--- src/shared/irdv_map.vh ---
// register map, field layout and pattern constants of the dv receive block
`ifndef IRDV_MAP_VH
`define IRDV_MAP_VH

// register offsets (byte addresses)
`define IRDV_ADDR_W           12
`define IRDV_OFS_SET          12'hA80
`define IRDV_OFS_CLR          12'hA84

// reset value and writable bit mask (bits 13,12,9,8,5,4,1,0)
`define IRDV_RESET_VAL        32'h00000000
`define IRDV_WR_MASK          32'h00003333

// per-context field layout
`define IRDV_NUM_CTX          4
`define IRDV_CTX_STRIDE       4
`define IRDV_DROP_OFS         0
`define IRDV_SYNC_OFS         1

// descriptor branch control value that enables frame sync
`define IRDV_BRANCH_SYNC      2'h1

// dv frame start tag: first byte and low nibble of second byte
`define IRDV_TAG_BYTE0        8'h1F
`define IRDV_TAG_NIB1         4'h7

// payload quadlet indices
`define IRDV_Q_HDR_LAST       2'h1
`define IRDV_Q_TAG            2'h2
`define IRDV_Q_BODY           2'h3

// fifo geometry
`define IRDV_FIFO_DEPTH       16
`define IRDV_FIFO_AW          4
`define IRDV_FIFO_W           35

`endif

--- src/rtl/irdv_enhance.v ---
// dv receive enhancement control: set/clear register and payload filter
`timescale 1ns/10ps
`include "irdv_map.vh"

// How it works
// - ones at A80h set bits, ones at A84h clear; both read value
// - reserved bits 31-14, 11-10, 7-6, 3-2 read zero, never written
// - header drop bit discards first two payload quadlets of each packet
// - header drop works only while keep-packet-header is zero
// - frame sync waits for dv frame start in buffer-fill, branch 01b
// - frame start out of place makes context jump to misalign target
// - frame sync needs header drop set and keep-packet-header zero
// - keep-packet-header comes from each context's own control register
// - frame start is 1Fh then x7h, first bytes of third quadlet
module irdv_enhance (
   input  wire                    i_mclk,
   input  wire                    i_rstn,
   // register port
   input  wire [`IRDV_ADDR_W-1:0] i_reg_addr,
   input  wire                    i_reg_wr,
   input  wire [31:0]             i_reg_wdata,
   input  wire                    i_reg_rd,
   output wire [31:0]             o_reg_rdata,
   // context control state from the base context logic
   input  wire [3:0]              i_ctx_keep_packet_header,
   input  wire [3:0]              i_ctx_active,
   input  wire [3:0]              i_ctx_run,
   input  wire [3:0]              i_ctx_buffer_fill,
   input  wire [7:0]              i_ctx_branch_ctl,
   input  wire [3:0]              i_ctx_frame_expect,
   // received payload stream
   input  wire                    i_pkt_valid,
   output wire                    o_pkt_ready,
   input  wire [31:0]             i_pkt_data,
   input  wire [1:0]              i_pkt_ctx,
   input  wire                    i_pkt_eop,
   // stored payload stream
   output wire                    o_st_valid,
   input  wire                    i_st_ready,
   output wire [31:0]             o_st_data,
   output wire [1:0]              o_st_ctx,
   output wire                    o_st_eop,
   // context status
   output wire [3:0]              o_header_drop_on,
   output wire [3:0]              o_frame_sync_on,
   output wire [3:0]              o_frame_sync_waiting,
   output wire [3:0]              o_frame_misalign_target,
   output wire [3:0]              o_write_while_busy
);

   ////////////////////////////////////////////////////////////////////////
   // declarations
   ////////////////////////////////////////////////////////////////////////
   reg  [31:0]             enh_r;
   reg  [31:0]             enh_nxt;
   reg  [31:0]             rdata_r;
   reg  [3:0]              waiting_r;
   reg  [3:0]              jump_r;
   reg  [3:0]              busy_wr_r;
   reg  [1:0]              qidx_r;
   reg  [1:0]              qidx_nxt;
   reg                     pass_r;
   reg                     pass_nxt;
   reg                     store;
   reg                     tag_take;
   reg                     jump_take;
   wire [3:0]              drop_eff;
   wire [3:0]              sync_eff;
   wire                    hit_set;
   wire                    hit_clr;
   wire [31:0]             wr_bits;
   wire                    take;
   wire                    tag_hit;
   wire                    sel_drop;
   wire                    sel_sync;
   wire                    sel_wait;
   wire                    sel_expect;
   wire                    fifo_in_ready;
   wire [`IRDV_FIFO_W-1:0] fifo_in_data;
   wire [`IRDV_FIFO_W-1:0] fifo_out_data;

   ////////////////////////////////////////////////////////////////////////
   // enhancement register, set and clear aliases
   ////////////////////////////////////////////////////////////////////////
   assign hit_set = (i_reg_addr == `IRDV_OFS_SET);
   assign hit_clr = (i_reg_addr == `IRDV_OFS_CLR);
   // reserved bits never reach the register
   assign wr_bits = i_reg_wdata & `IRDV_WR_MASK;

   always @* begin
      enh_nxt = enh_r;
      if (i_reg_wr && hit_set) begin
         // or-in keeps zero bits as they were
         enh_nxt = enh_r | wr_bits;
      end else if (i_reg_wr && hit_clr) begin
         enh_nxt = enh_r & ~wr_bits;
      end
   end

   always @(posedge i_mclk) begin
      if (!i_rstn) begin
         enh_r   <= `IRDV_RESET_VAL;
         rdata_r <= 32'h00000000;
      end else begin
         enh_r <= enh_nxt;
         if (i_reg_rd) begin
            // both aliases read the live value, other offsets zero
            if (hit_set || hit_clr) begin
               rdata_r <= enh_r & `IRDV_WR_MASK;
            end else begin
               rdata_r <= 32'h00000000;
            end
         end
      end
   end

   assign o_reg_rdata = rdata_r;

   ////////////////////////////////////////////////////////////////////////
   // per-context enables and frame sync state
   ////////////////////////////////////////////////////////////////////////
   genvar c;
   generate
      for (c = 0; c < `IRDV_NUM_CTX; c = c + 1) begin : g_ctx
         wire drop_bit;
         wire sync_bit;
         wire bits_changed;

         assign drop_bit = enh_r[`IRDV_CTX_STRIDE*c + `IRDV_DROP_OFS];
         assign sync_bit = enh_r[`IRDV_CTX_STRIDE*c + `IRDV_SYNC_OFS];
         // keep-packet-header is this context's own bit 30
         assign drop_eff[c] = drop_bit
                            & ~i_ctx_keep_packet_header[c];
         assign sync_eff[c] = sync_bit & drop_eff[c]
                            & i_ctx_buffer_fill[c]
                            & (i_ctx_branch_ctl[2*c+1:2*c]
                               == `IRDV_BRANCH_SYNC);
         assign bits_changed =
            (enh_nxt[`IRDV_CTX_STRIDE*c+1:`IRDV_CTX_STRIDE*c]
             != enh_r[`IRDV_CTX_STRIDE*c+1:`IRDV_CTX_STRIDE*c]);

         always @(posedge i_mclk) begin
            if (!i_rstn) begin
               waiting_r[c] <= 1'b1;
               jump_r[c]    <= 1'b0;
               busy_wr_r[c] <= 1'b0;
            end else begin
               // a stopped context re-arms, so each run starts on a frame
               if (!i_ctx_run[c]) begin
                  waiting_r[c] <= 1'b1;
               end else if (tag_take && (i_pkt_ctx == c)) begin
                  waiting_r[c] <= 1'b0;
               end
               jump_r[c] <= jump_take && (i_pkt_ctx == c);
               // sticky flag, cleared only by reset; software misuse marker
               if (bits_changed && (i_ctx_active[c] || i_ctx_run[c])) begin
                  busy_wr_r[c] <= 1'b1;
               end
            end
         end
      end
   endgenerate

   assign o_header_drop_on        = drop_eff;
   assign o_frame_sync_on         = sync_eff;
   assign o_frame_sync_waiting    = waiting_r & sync_eff;
   assign o_frame_misalign_target = jump_r;
   assign o_write_while_busy      = busy_wr_r;

   ////////////////////////////////////////////////////////////////////////
   // payload filter
   ////////////////////////////////////////////////////////////////////////
   assign take       = i_pkt_valid & fifo_in_ready;
   assign o_pkt_ready = fifo_in_ready;
   assign sel_drop   = drop_eff[i_pkt_ctx];
   assign sel_sync   = sync_eff[i_pkt_ctx];
   assign sel_wait   = waiting_r[i_pkt_ctx];
   assign sel_expect = i_ctx_frame_expect[i_pkt_ctx];
   assign tag_hit    = (qidx_r == `IRDV_Q_TAG)
                     && (i_pkt_data[31:24] == `IRDV_TAG_BYTE0)
                     && (i_pkt_data[19:16] == `IRDV_TAG_NIB1);

   always @* begin
      store     = 1'b1;
      tag_take  = 1'b0;
      jump_take = 1'b0;
      pass_nxt  = pass_r;
      qidx_nxt  = qidx_r;
      if (take) begin
         if (i_pkt_eop) begin
            qidx_nxt = 2'h0;
            pass_nxt = 1'b1;
         end else if (qidx_r != `IRDV_Q_BODY) begin
            qidx_nxt = qidx_r + 2'h1;
         end
         if (sel_drop && (qidx_r <= `IRDV_Q_HDR_LAST)) begin
            store = 1'b0;
         end else if (sel_sync && (qidx_r == `IRDV_Q_TAG)) begin
            if (tag_hit) begin
               tag_take  = 1'b1;
               // a tag where no frame is due goes to the alternate list
               jump_take = ~sel_wait & ~sel_expect;
               store     = 1'b1;
            end else begin
               store = ~sel_wait;
            end
            if (!i_pkt_eop) begin
               pass_nxt = store;
            end
         end else if (sel_sync) begin
            // short packets while waiting never get past the tag slot
            store = pass_r & ~sel_wait | pass_r & (qidx_r == `IRDV_Q_BODY);
         end
      end
   end

   always @(posedge i_mclk) begin
      if (!i_rstn) begin
         qidx_r <= 2'h0;
         pass_r <= 1'b1;
      end else begin
         qidx_r <= qidx_nxt;
         pass_r <= pass_nxt;
      end
   end

   // limitation: a dropped end quadlet leaves the stored packet unmarked
   assign fifo_in_data = {i_pkt_eop, i_pkt_ctx, i_pkt_data};

   ////////////////////////////////////////////////////////////////////////
   // stored data buffer
   ////////////////////////////////////////////////////////////////////////
   irdv_fifo #(
      .W     (`IRDV_FIFO_W),
      .DEPTH (`IRDV_FIFO_DEPTH),
      .AW    (`IRDV_FIFO_AW)
   ) u_fifo (
      .i_mclk      (i_mclk),
      .i_rstn      (i_rstn),
      .i_in_valid  (take & store),
      .o_in_ready  (fifo_in_ready),
      .i_in_data   (fifo_in_data),
      .o_out_valid (o_st_valid),
      .i_out_ready (i_st_ready),
      .o_out_data  (fifo_out_data)
   );

   assign o_st_data = fifo_out_data[31:0];
   assign o_st_ctx  = fifo_out_data[33:32];
   assign o_st_eop  = fifo_out_data[34];

endmodule // irdv_enhance

--- src/rtl/irdv_fifo.v ---
// synchronous valid/ready fifo for the stored payload stream
`timescale 1ns/10ps
module irdv_fifo #(
   parameter W     = 35,
   parameter DEPTH = 16,
   parameter AW    = 4
) (
   input  wire         i_mclk,
   input  wire         i_rstn,
   input  wire         i_in_valid,
   output wire         o_in_ready,
   input  wire [W-1:0] i_in_data,
   output wire         o_out_valid,
   input  wire         i_out_ready,
   output wire [W-1:0] o_out_data
);

   reg [W-1:0] mem [0:DEPTH-1];
   reg [AW-1:0] wr_ptr_r;
   reg [AW-1:0] rd_ptr_r;
   reg [AW:0]   count_r;
   wire         push;
   wire         pop;

   assign o_in_ready  = (count_r != DEPTH[AW:0]);
   assign o_out_valid = (count_r != {(AW+1){1'b0}});
   assign push        = i_in_valid & o_in_ready;
   assign pop         = o_out_valid & i_out_ready;
   assign o_out_data  = mem[rd_ptr_r];

   always @(posedge i_mclk) begin
      if (push) begin
         mem[wr_ptr_r] <= i_in_data;
      end
   end

   always @(posedge i_mclk) begin
      if (!i_rstn) begin
         wr_ptr_r <= {AW{1'b0}};
         rd_ptr_r <= {AW{1'b0}};
         count_r  <= {(AW+1){1'b0}};
      end else begin
         if (push) begin
            wr_ptr_r <= wr_ptr_r + {{(AW-1){1'b0}}, 1'b1};
         end
         if (pop) begin
            rd_ptr_r <= rd_ptr_r + {{(AW-1){1'b0}}, 1'b1};
         end
         if (push & ~pop) begin
            count_r <= count_r + {{AW{1'b0}}, 1'b1};
         end else if (pop & ~push) begin
            count_r <= count_r - {{AW{1'b0}}, 1'b1};
         end
      end
   end

endmodule // irdv_fifo

--- config.mk ---
export PLATFORM = sky130hd
export DESIGN_NAME = irdv_enhance
export DESIGN_NICKNAME = d
export VERILOG_FILES = /design/src/rtl/irdv_enhance.v /design/src/rtl/irdv_fifo.v
export VERILOG_INCLUDE_DIRS = /design/src /design/src/shared
export SDC_FILE = /design/constraint.sdc
export NUM_CORES = 1
export LEC_CHECK = 0
export ABC_AREA = 1
export BUFFER_PORTS_ARGS = -buffer_cell sky130_fd_sc_hd__buf_2
export CORE_UTILIZATION = 32
export DETAILED_ROUTE_END_ITERATION = 10
export GPL_ROUTABILITY_DRIVEN = 0
export SYNTH_ARGS = -nofsm -noshare
export SYNTH_HDL_FRONTEND = slang
export SYNTH_SLANG_ARGS = --single-unit
--- constraint.sdc ---
create_clock -name i_mclk -period 6.8 [get_ports i_mclk]
set_input_delay 1.02 -clock i_mclk [delete_from_list [all_inputs] [get_ports i_mclk]]
set_output_delay 1.02 -clock i_mclk [all_outputs]
set_load 0.03 [all_outputs]
Word-level counts from Yosys, hierarchy flattened
Memories as Yosys holds them, arrays and structs flattened. A register that Yosys moved wholly into a read port is not among the register bits. Index checks and enable logic that the tools add are counted.

RAM bits: 560. Register bits after elaboration: 92. Memories kept: 1. Output and inout bits: 89. Bits of input ports: 113.

Memories: u_fifo.mem (words 16, width 35, rd ports 1, clocked after memory_dff 1, wr ports 1, line irdv_fifo.v:18) `reg [W-1:0] mem [0:DEPTH-1];`.

Eq/ne operators: 19. Mux-type cells: 36. Bitwise gates (word level): 38. Add/subtract/negate cells: 5. Order comparisons: 2. Reduce and logical (&&, ||, !) cells: 33.

Operators by type and width (count): 2-to-1 mux 32 bit (2); AND 32 bit (1); inverter 14 -> 32 bit (1); bitwise OR 32 x 14 -> 32 bit (1); AND 1 bit (25); equality test 12 bit (second input constant) (2); 2-to-1 mux 1 bit (23); logical AND 1 bit (18); 2-to-1 mux 14 bit (1); equality test 2 x 1 -> 1 bit (second input constant) (5); 2-to-1 mux 5 bit (2); AND reduction 2 bit (5); adder 4 x 1 -> 4 bit (second input constant) (2); binary-select mux 1 bit (select 2 bit) (4); equality test 2 bit (second input constant) (4); equality test 8 x 5 -> 1 bit (second input constant) (1); 2-to-1 mux 4 bit (2); inequality test 2 bit (4); inverter 1 bit (8); nonzero test 2 bit (3); adder 5 x 1 -> 5 bit (second input constant) (1); logical OR 1 bit (5); inequality test 5 bit (second input constant) (1); nonzero test 5 bit (1); other kinds (10) (11).

Logic depth before layout (Yosys ltp)
Depth in word-level cells: 17. Depth in mapped cells: 21. Gate-level depth less buffers: 20.

Hierarchy
From an unflattened synthesis, not the netlist that was laid out.

Cells, all modules: 2717. Area, all modules: 26814.5 µm².

Modules (own cells, without submodules): irdv_fifo (cells each 2393, instances 1, sequential area each 17156.5 µm², area each 24737.5 µm²); irdv_enhance (cells each 324, instances 1, sequential area each 620.6 µm², area each 2077.0 µm²).

Worst setup path after synthesis
No wires, ideal clock.

Path type: in2reg. From: input i_pkt_ctx[0]. To: memory u_fifo.mem[0][0], enable pin. Path slack: 2.082 ns. Required time: 6.329 ns. Stages on the path: 8. Data arrival time: 4.247 ns. Buffers on the path: 1. Path through: nor2_1 -> nand2_1 -> nand2_1 -> nor2_4 -> nand2_1 -> nand3_4 -> buf_6 -> nor3_1.

Longest elaborated chain between the ends: 13. Elaborated cells between the ends (all ways): 20.

RTL lines: start, declared (line irdv_enhance.v:35) `input wire [1:0] i_pkt_ctx,`; binary-select mux 1 bit (select 2 bit) (line irdv_enhance.v:177) `assign sel_wait = waiting_r[i_pkt_ctx];`; 2-to-1 mux 1 bit (implied by the code) (line irdv_enhance.v:177); inverter 1 bit (line irdv_enhance.v:205, irdv_enhance.v:212); AND 1 bit (line irdv_enhance.v:212) `` store = pass_r & ~sel_wait | pass_r & (qidx_r == `IRDV_Q_BODY); ``; bitwise OR 1 bit (line irdv_enhance.v:212); 2-to-1 mux 1 bit (line irdv_enhance.v:210) `end else if (sel_sync) begin`; 2-to-1 mux 1 bit (line irdv_enhance.v:198) `` end else if (sel_sync && (qidx_r == `IRDV_Q_TAG)) begin ``; 2-to-1 mux 1 bit * (line irdv_enhance.v:196) `` if (sel_drop && (qidx_r <= `IRDV_Q_HDR_LAST)) begin ``; 2-to-1 mux 1 bit * (line irdv_enhance.v:189) `if (take) begin`; AND 1 bit * (line irdv_enhance.v:240) `.i_in_valid (take & store),`; AND 1 bit * (line irdv_fifo.v:27) `assign push = i_in_valid & o_in_ready;`; 2-to-1 mux 1 bit * (line irdv_fifo.v:32) `if (push) begin`; 2-to-1 mux 1 bit (implied by the code) * (line irdv_fifo.v:33) `mem[wr_ptr_r] <= i_in_data;`; end, declared (line irdv_fifo.v:18).

Mark *: on every way between the ends. The rest lies on a longest branch, timed or not. The select of a mux whose other input is x is not followed.

==> qor.yml <==
floorplan.rows: 102
clock-root-buffer: "clkbuf_16"
r2r_start: "qidx_r[0]"
drtPass1Iterations: 6
floorplan.io_pins: 202
synth-seq-area-share: 0.703
run_status: "finished, final reports clean"
cts_tree: "built"
totalPowerFinal_mw: 9.76
finalSetupTns_ns: 0
worst-slew-pin-transition_ns: 1.11
die_outline_width_um: 283
async_flop_share: 0
synthesis.area_per_instance_sq_um: 13.2
avgViaCountPerCell: 4.90
ys.warnings.count: 0
cts_max_path_buffers: 3
routed-via-count: 15400
dr_top_layer: "met5"
cts_hold_repair.buffers: 0
final_nets: 2181
numPortBuffers: 153
static_leakage_nw: 10.3
syn-cell-area_sq_um: 25300
worst_ir_drop_vdd_mv: 0.169
flops_latches_synth: 608
placeableCoreArea_sq_um: 77800
grt_setup_unrepaired: "no"
clkLatencyLatePin_ns: 0.60
filler_cell_count: 7355
whs_path_depth: 2
number_of_unique_standard_cell_types_used_by_synthesis: 48
yosys-top-cells-count: "edfxtp_1 (560), inv_1 (199), o21ai_0 (181), a21oi_1 (160)"
max_freq_ghz: 0.213
die_area_sq_um: 80100
drc_errors: 0
worst-r2r-setup-slack_ns: 3.28
cp_capture_type: "output pin"
detail_route.wl_per_cell_um: 19.6
cts_sinks: 608
synth_top_cell_area_share: 0.665
synth_edf_count: 560
max-cap-violations: 0
multi_input_area_sq_um: 6090
met1_length_um: 26600
drtAntennaViolNets: 0
pin_count_of_the_biggest_net_entering_global_routing: 148
met3_wirelength_um: 4100
final-instance-count-excl-fill: 3150
initial_core_utilization: 0.325
layout-drive-gt1-share: 0.153
hpwl_um: 32900
cp.arrival_ns: 3.69
placement.cell_area_sq_um: 27000
worst-setup-path-type: "reg -> out"
synthesis.instances: 1911
most_used_dff_post_synth: "edfxtp_1"
max-slew-margin-rel: 0.263
placedCellCount: 3027
post_cts_resized: 0
final.setup_skew_ns: 0.0238
number_of_antenna_violations_at_the_first_check_in_global_routing: 11
cts.htree.levels: 3
worstPathRequired_ns: 5.78
fp.dieH_um: 283
register_area_sq_um: 17800
library_cell_with_the_highest_instance_count_after_synthesis: "edfxtp_1"
layout-area-overhead-vs-synth_pct: 14.8
numCtsBuffers: 66
grt_pass1_vias: 15200
yosys-top-cells-area: "edfxtp_1 (67%), mux2i_1 (5.5%), o211ai_1 (4.2%)"
layout.cell_area.non_filler_sq_um: 29000
clock_pin_slew_of_the_registers_on_the_worst_case_setup_and_hold_paths_ns: 0.05
min_period_ns: 4.71
cts_setup_buffers: 0
setup-violations-final: 0
crit_path_max_fanout: 83
dr_wl_met2_um: 29600
start_point_of_the_worst_min_delay_path: "o_write_while_busy[0]"
power-per-cell-area_nw_per_um2: 336
final.period_utilization: 0.692
r2r_end: "u_fifo.count_r[4]"
finalHoldViolations: 0
startpoint_type: "register"
gr-total-overflow: 0
drt_iter0_drc: 1279
timing_max_transition_violations_final: 0
grt_pass1_wl_um: 91800
ff2ff_path_depth: 20
total_wirelength_um: 61600
synth.largest_area_cell: "edfxtp_1"
track_usage: 0.151
min-delay-path-class: "reg -> reg"
min_delay_worst_endpoint: "o_write_while_busy[0]"
## final cells by class
cell class	instances	area share
Sequential cell	608	0.613
Multi-Input combinational cell	988	0.210
Clock buffer	85	0.0608
Tap cell	1040	0.0448
Timing Repair Buffer	185	0.0355
Inverter	206	0.0268
Clock inverter	35	0.00888
Antenna cell	3	0.000259
## cells in the final DEF, fill, tap and decap left out, drive strengths merged, types with 3 or more instances in the layout
cell type	netlist	final
a21oi	162	162
edfxtp	560	560
and3	9	9
mux2i	140	140
conb	1	24
nand3b	4	4
dfxtp	48	48
buf	62	185
inv	205	208
clkinv	1	29
clkbuf	70	85
o21ai	195	195
nor2	54	54
or2	5	5
ha	12	12
nand4	22	22
nand3	46	46
diode	0	3
nand2	140	140
nor3	19	19
xor2	3	3
o211ai	140	140
## critical path, cell delays in order, from the launching register on
cell and delay (ns):
dfxtp_4 0.49, inv_6 0.47, buf_4 0.83, o21ai_0 0.24
o211ai_1 0.39, nand2_1 0.16, buf_2 0.21
## registers in the layout, summed over array words and instances, names as in the netlist, named ones only
signal / flops
u_fifo.count_r: 5
o_reg_rdata: 8
pass_r: 1
u_fifo.mem: 560
waiting_r: 4
u_fifo.rd_ptr_r: 4
o_frame_misalign_target: 4
qidx_r: 2
u_fifo.wr_ptr_r: 4
enh_r: 8
o_write_while_busy: 4
## through the flow
stage	util	worst slack (ns)	hold slack [ns]
floorplan	-	2.08	0.447
global placement	0.347	2.60	0.453
detailed placement	0.347	2.59	0.458
CTS	0.373	2.01	0.474
global route	0.373	1.86	0.514
finish	0.373	2.09	0.469
## kinds of logic (layout without fill, tap and decap cells)
kind of cell               after synthesis  after routing  synth area share
other                                    1             27          0.000148
AOI/OAI and AO/OA                      504            504             0.115
and+or+nand+nor                        303            303            0.0557
muxes                                  140            140            0.0554
adders and majority gates               13             13           0.00673
DFF                                    608            608             0.703
buffers and inverters                  338            511            0.0622
xor gates and xnor gates                 4              4           0.00139
## routing by layer
layer	GRT usage	vias to the layer above
li1	-	7234
met1	0.203	7597
met2	0.250	501
met3	0.0267	105
met4	0.0404	8
met5	0	-
## power breakdown
group	internal [mW]	total (mW)	switching, mW
registers	4.20	4.33	0.123
logic	0.661	2.09	1.43
clock network	1.92	3.34	1.42
## worst max path at each step
stage               slack, ns          from                 to
floorplan                2.08  i_pkt_ctx[0]   u_fifo.mem[0][0]
global placement         2.60  i_pkt_ctx[0]  u_fifo.count_r[4]
detailed placement       2.59  i_pkt_ctx[0]  u_fifo.count_r[4]
CTS                      2.01      register       o_st_data[5]
global route             1.86      register       o_st_data[5]
finish                   2.09      register        o_st_ctx[0]
(Power assumes the default switching activity.)
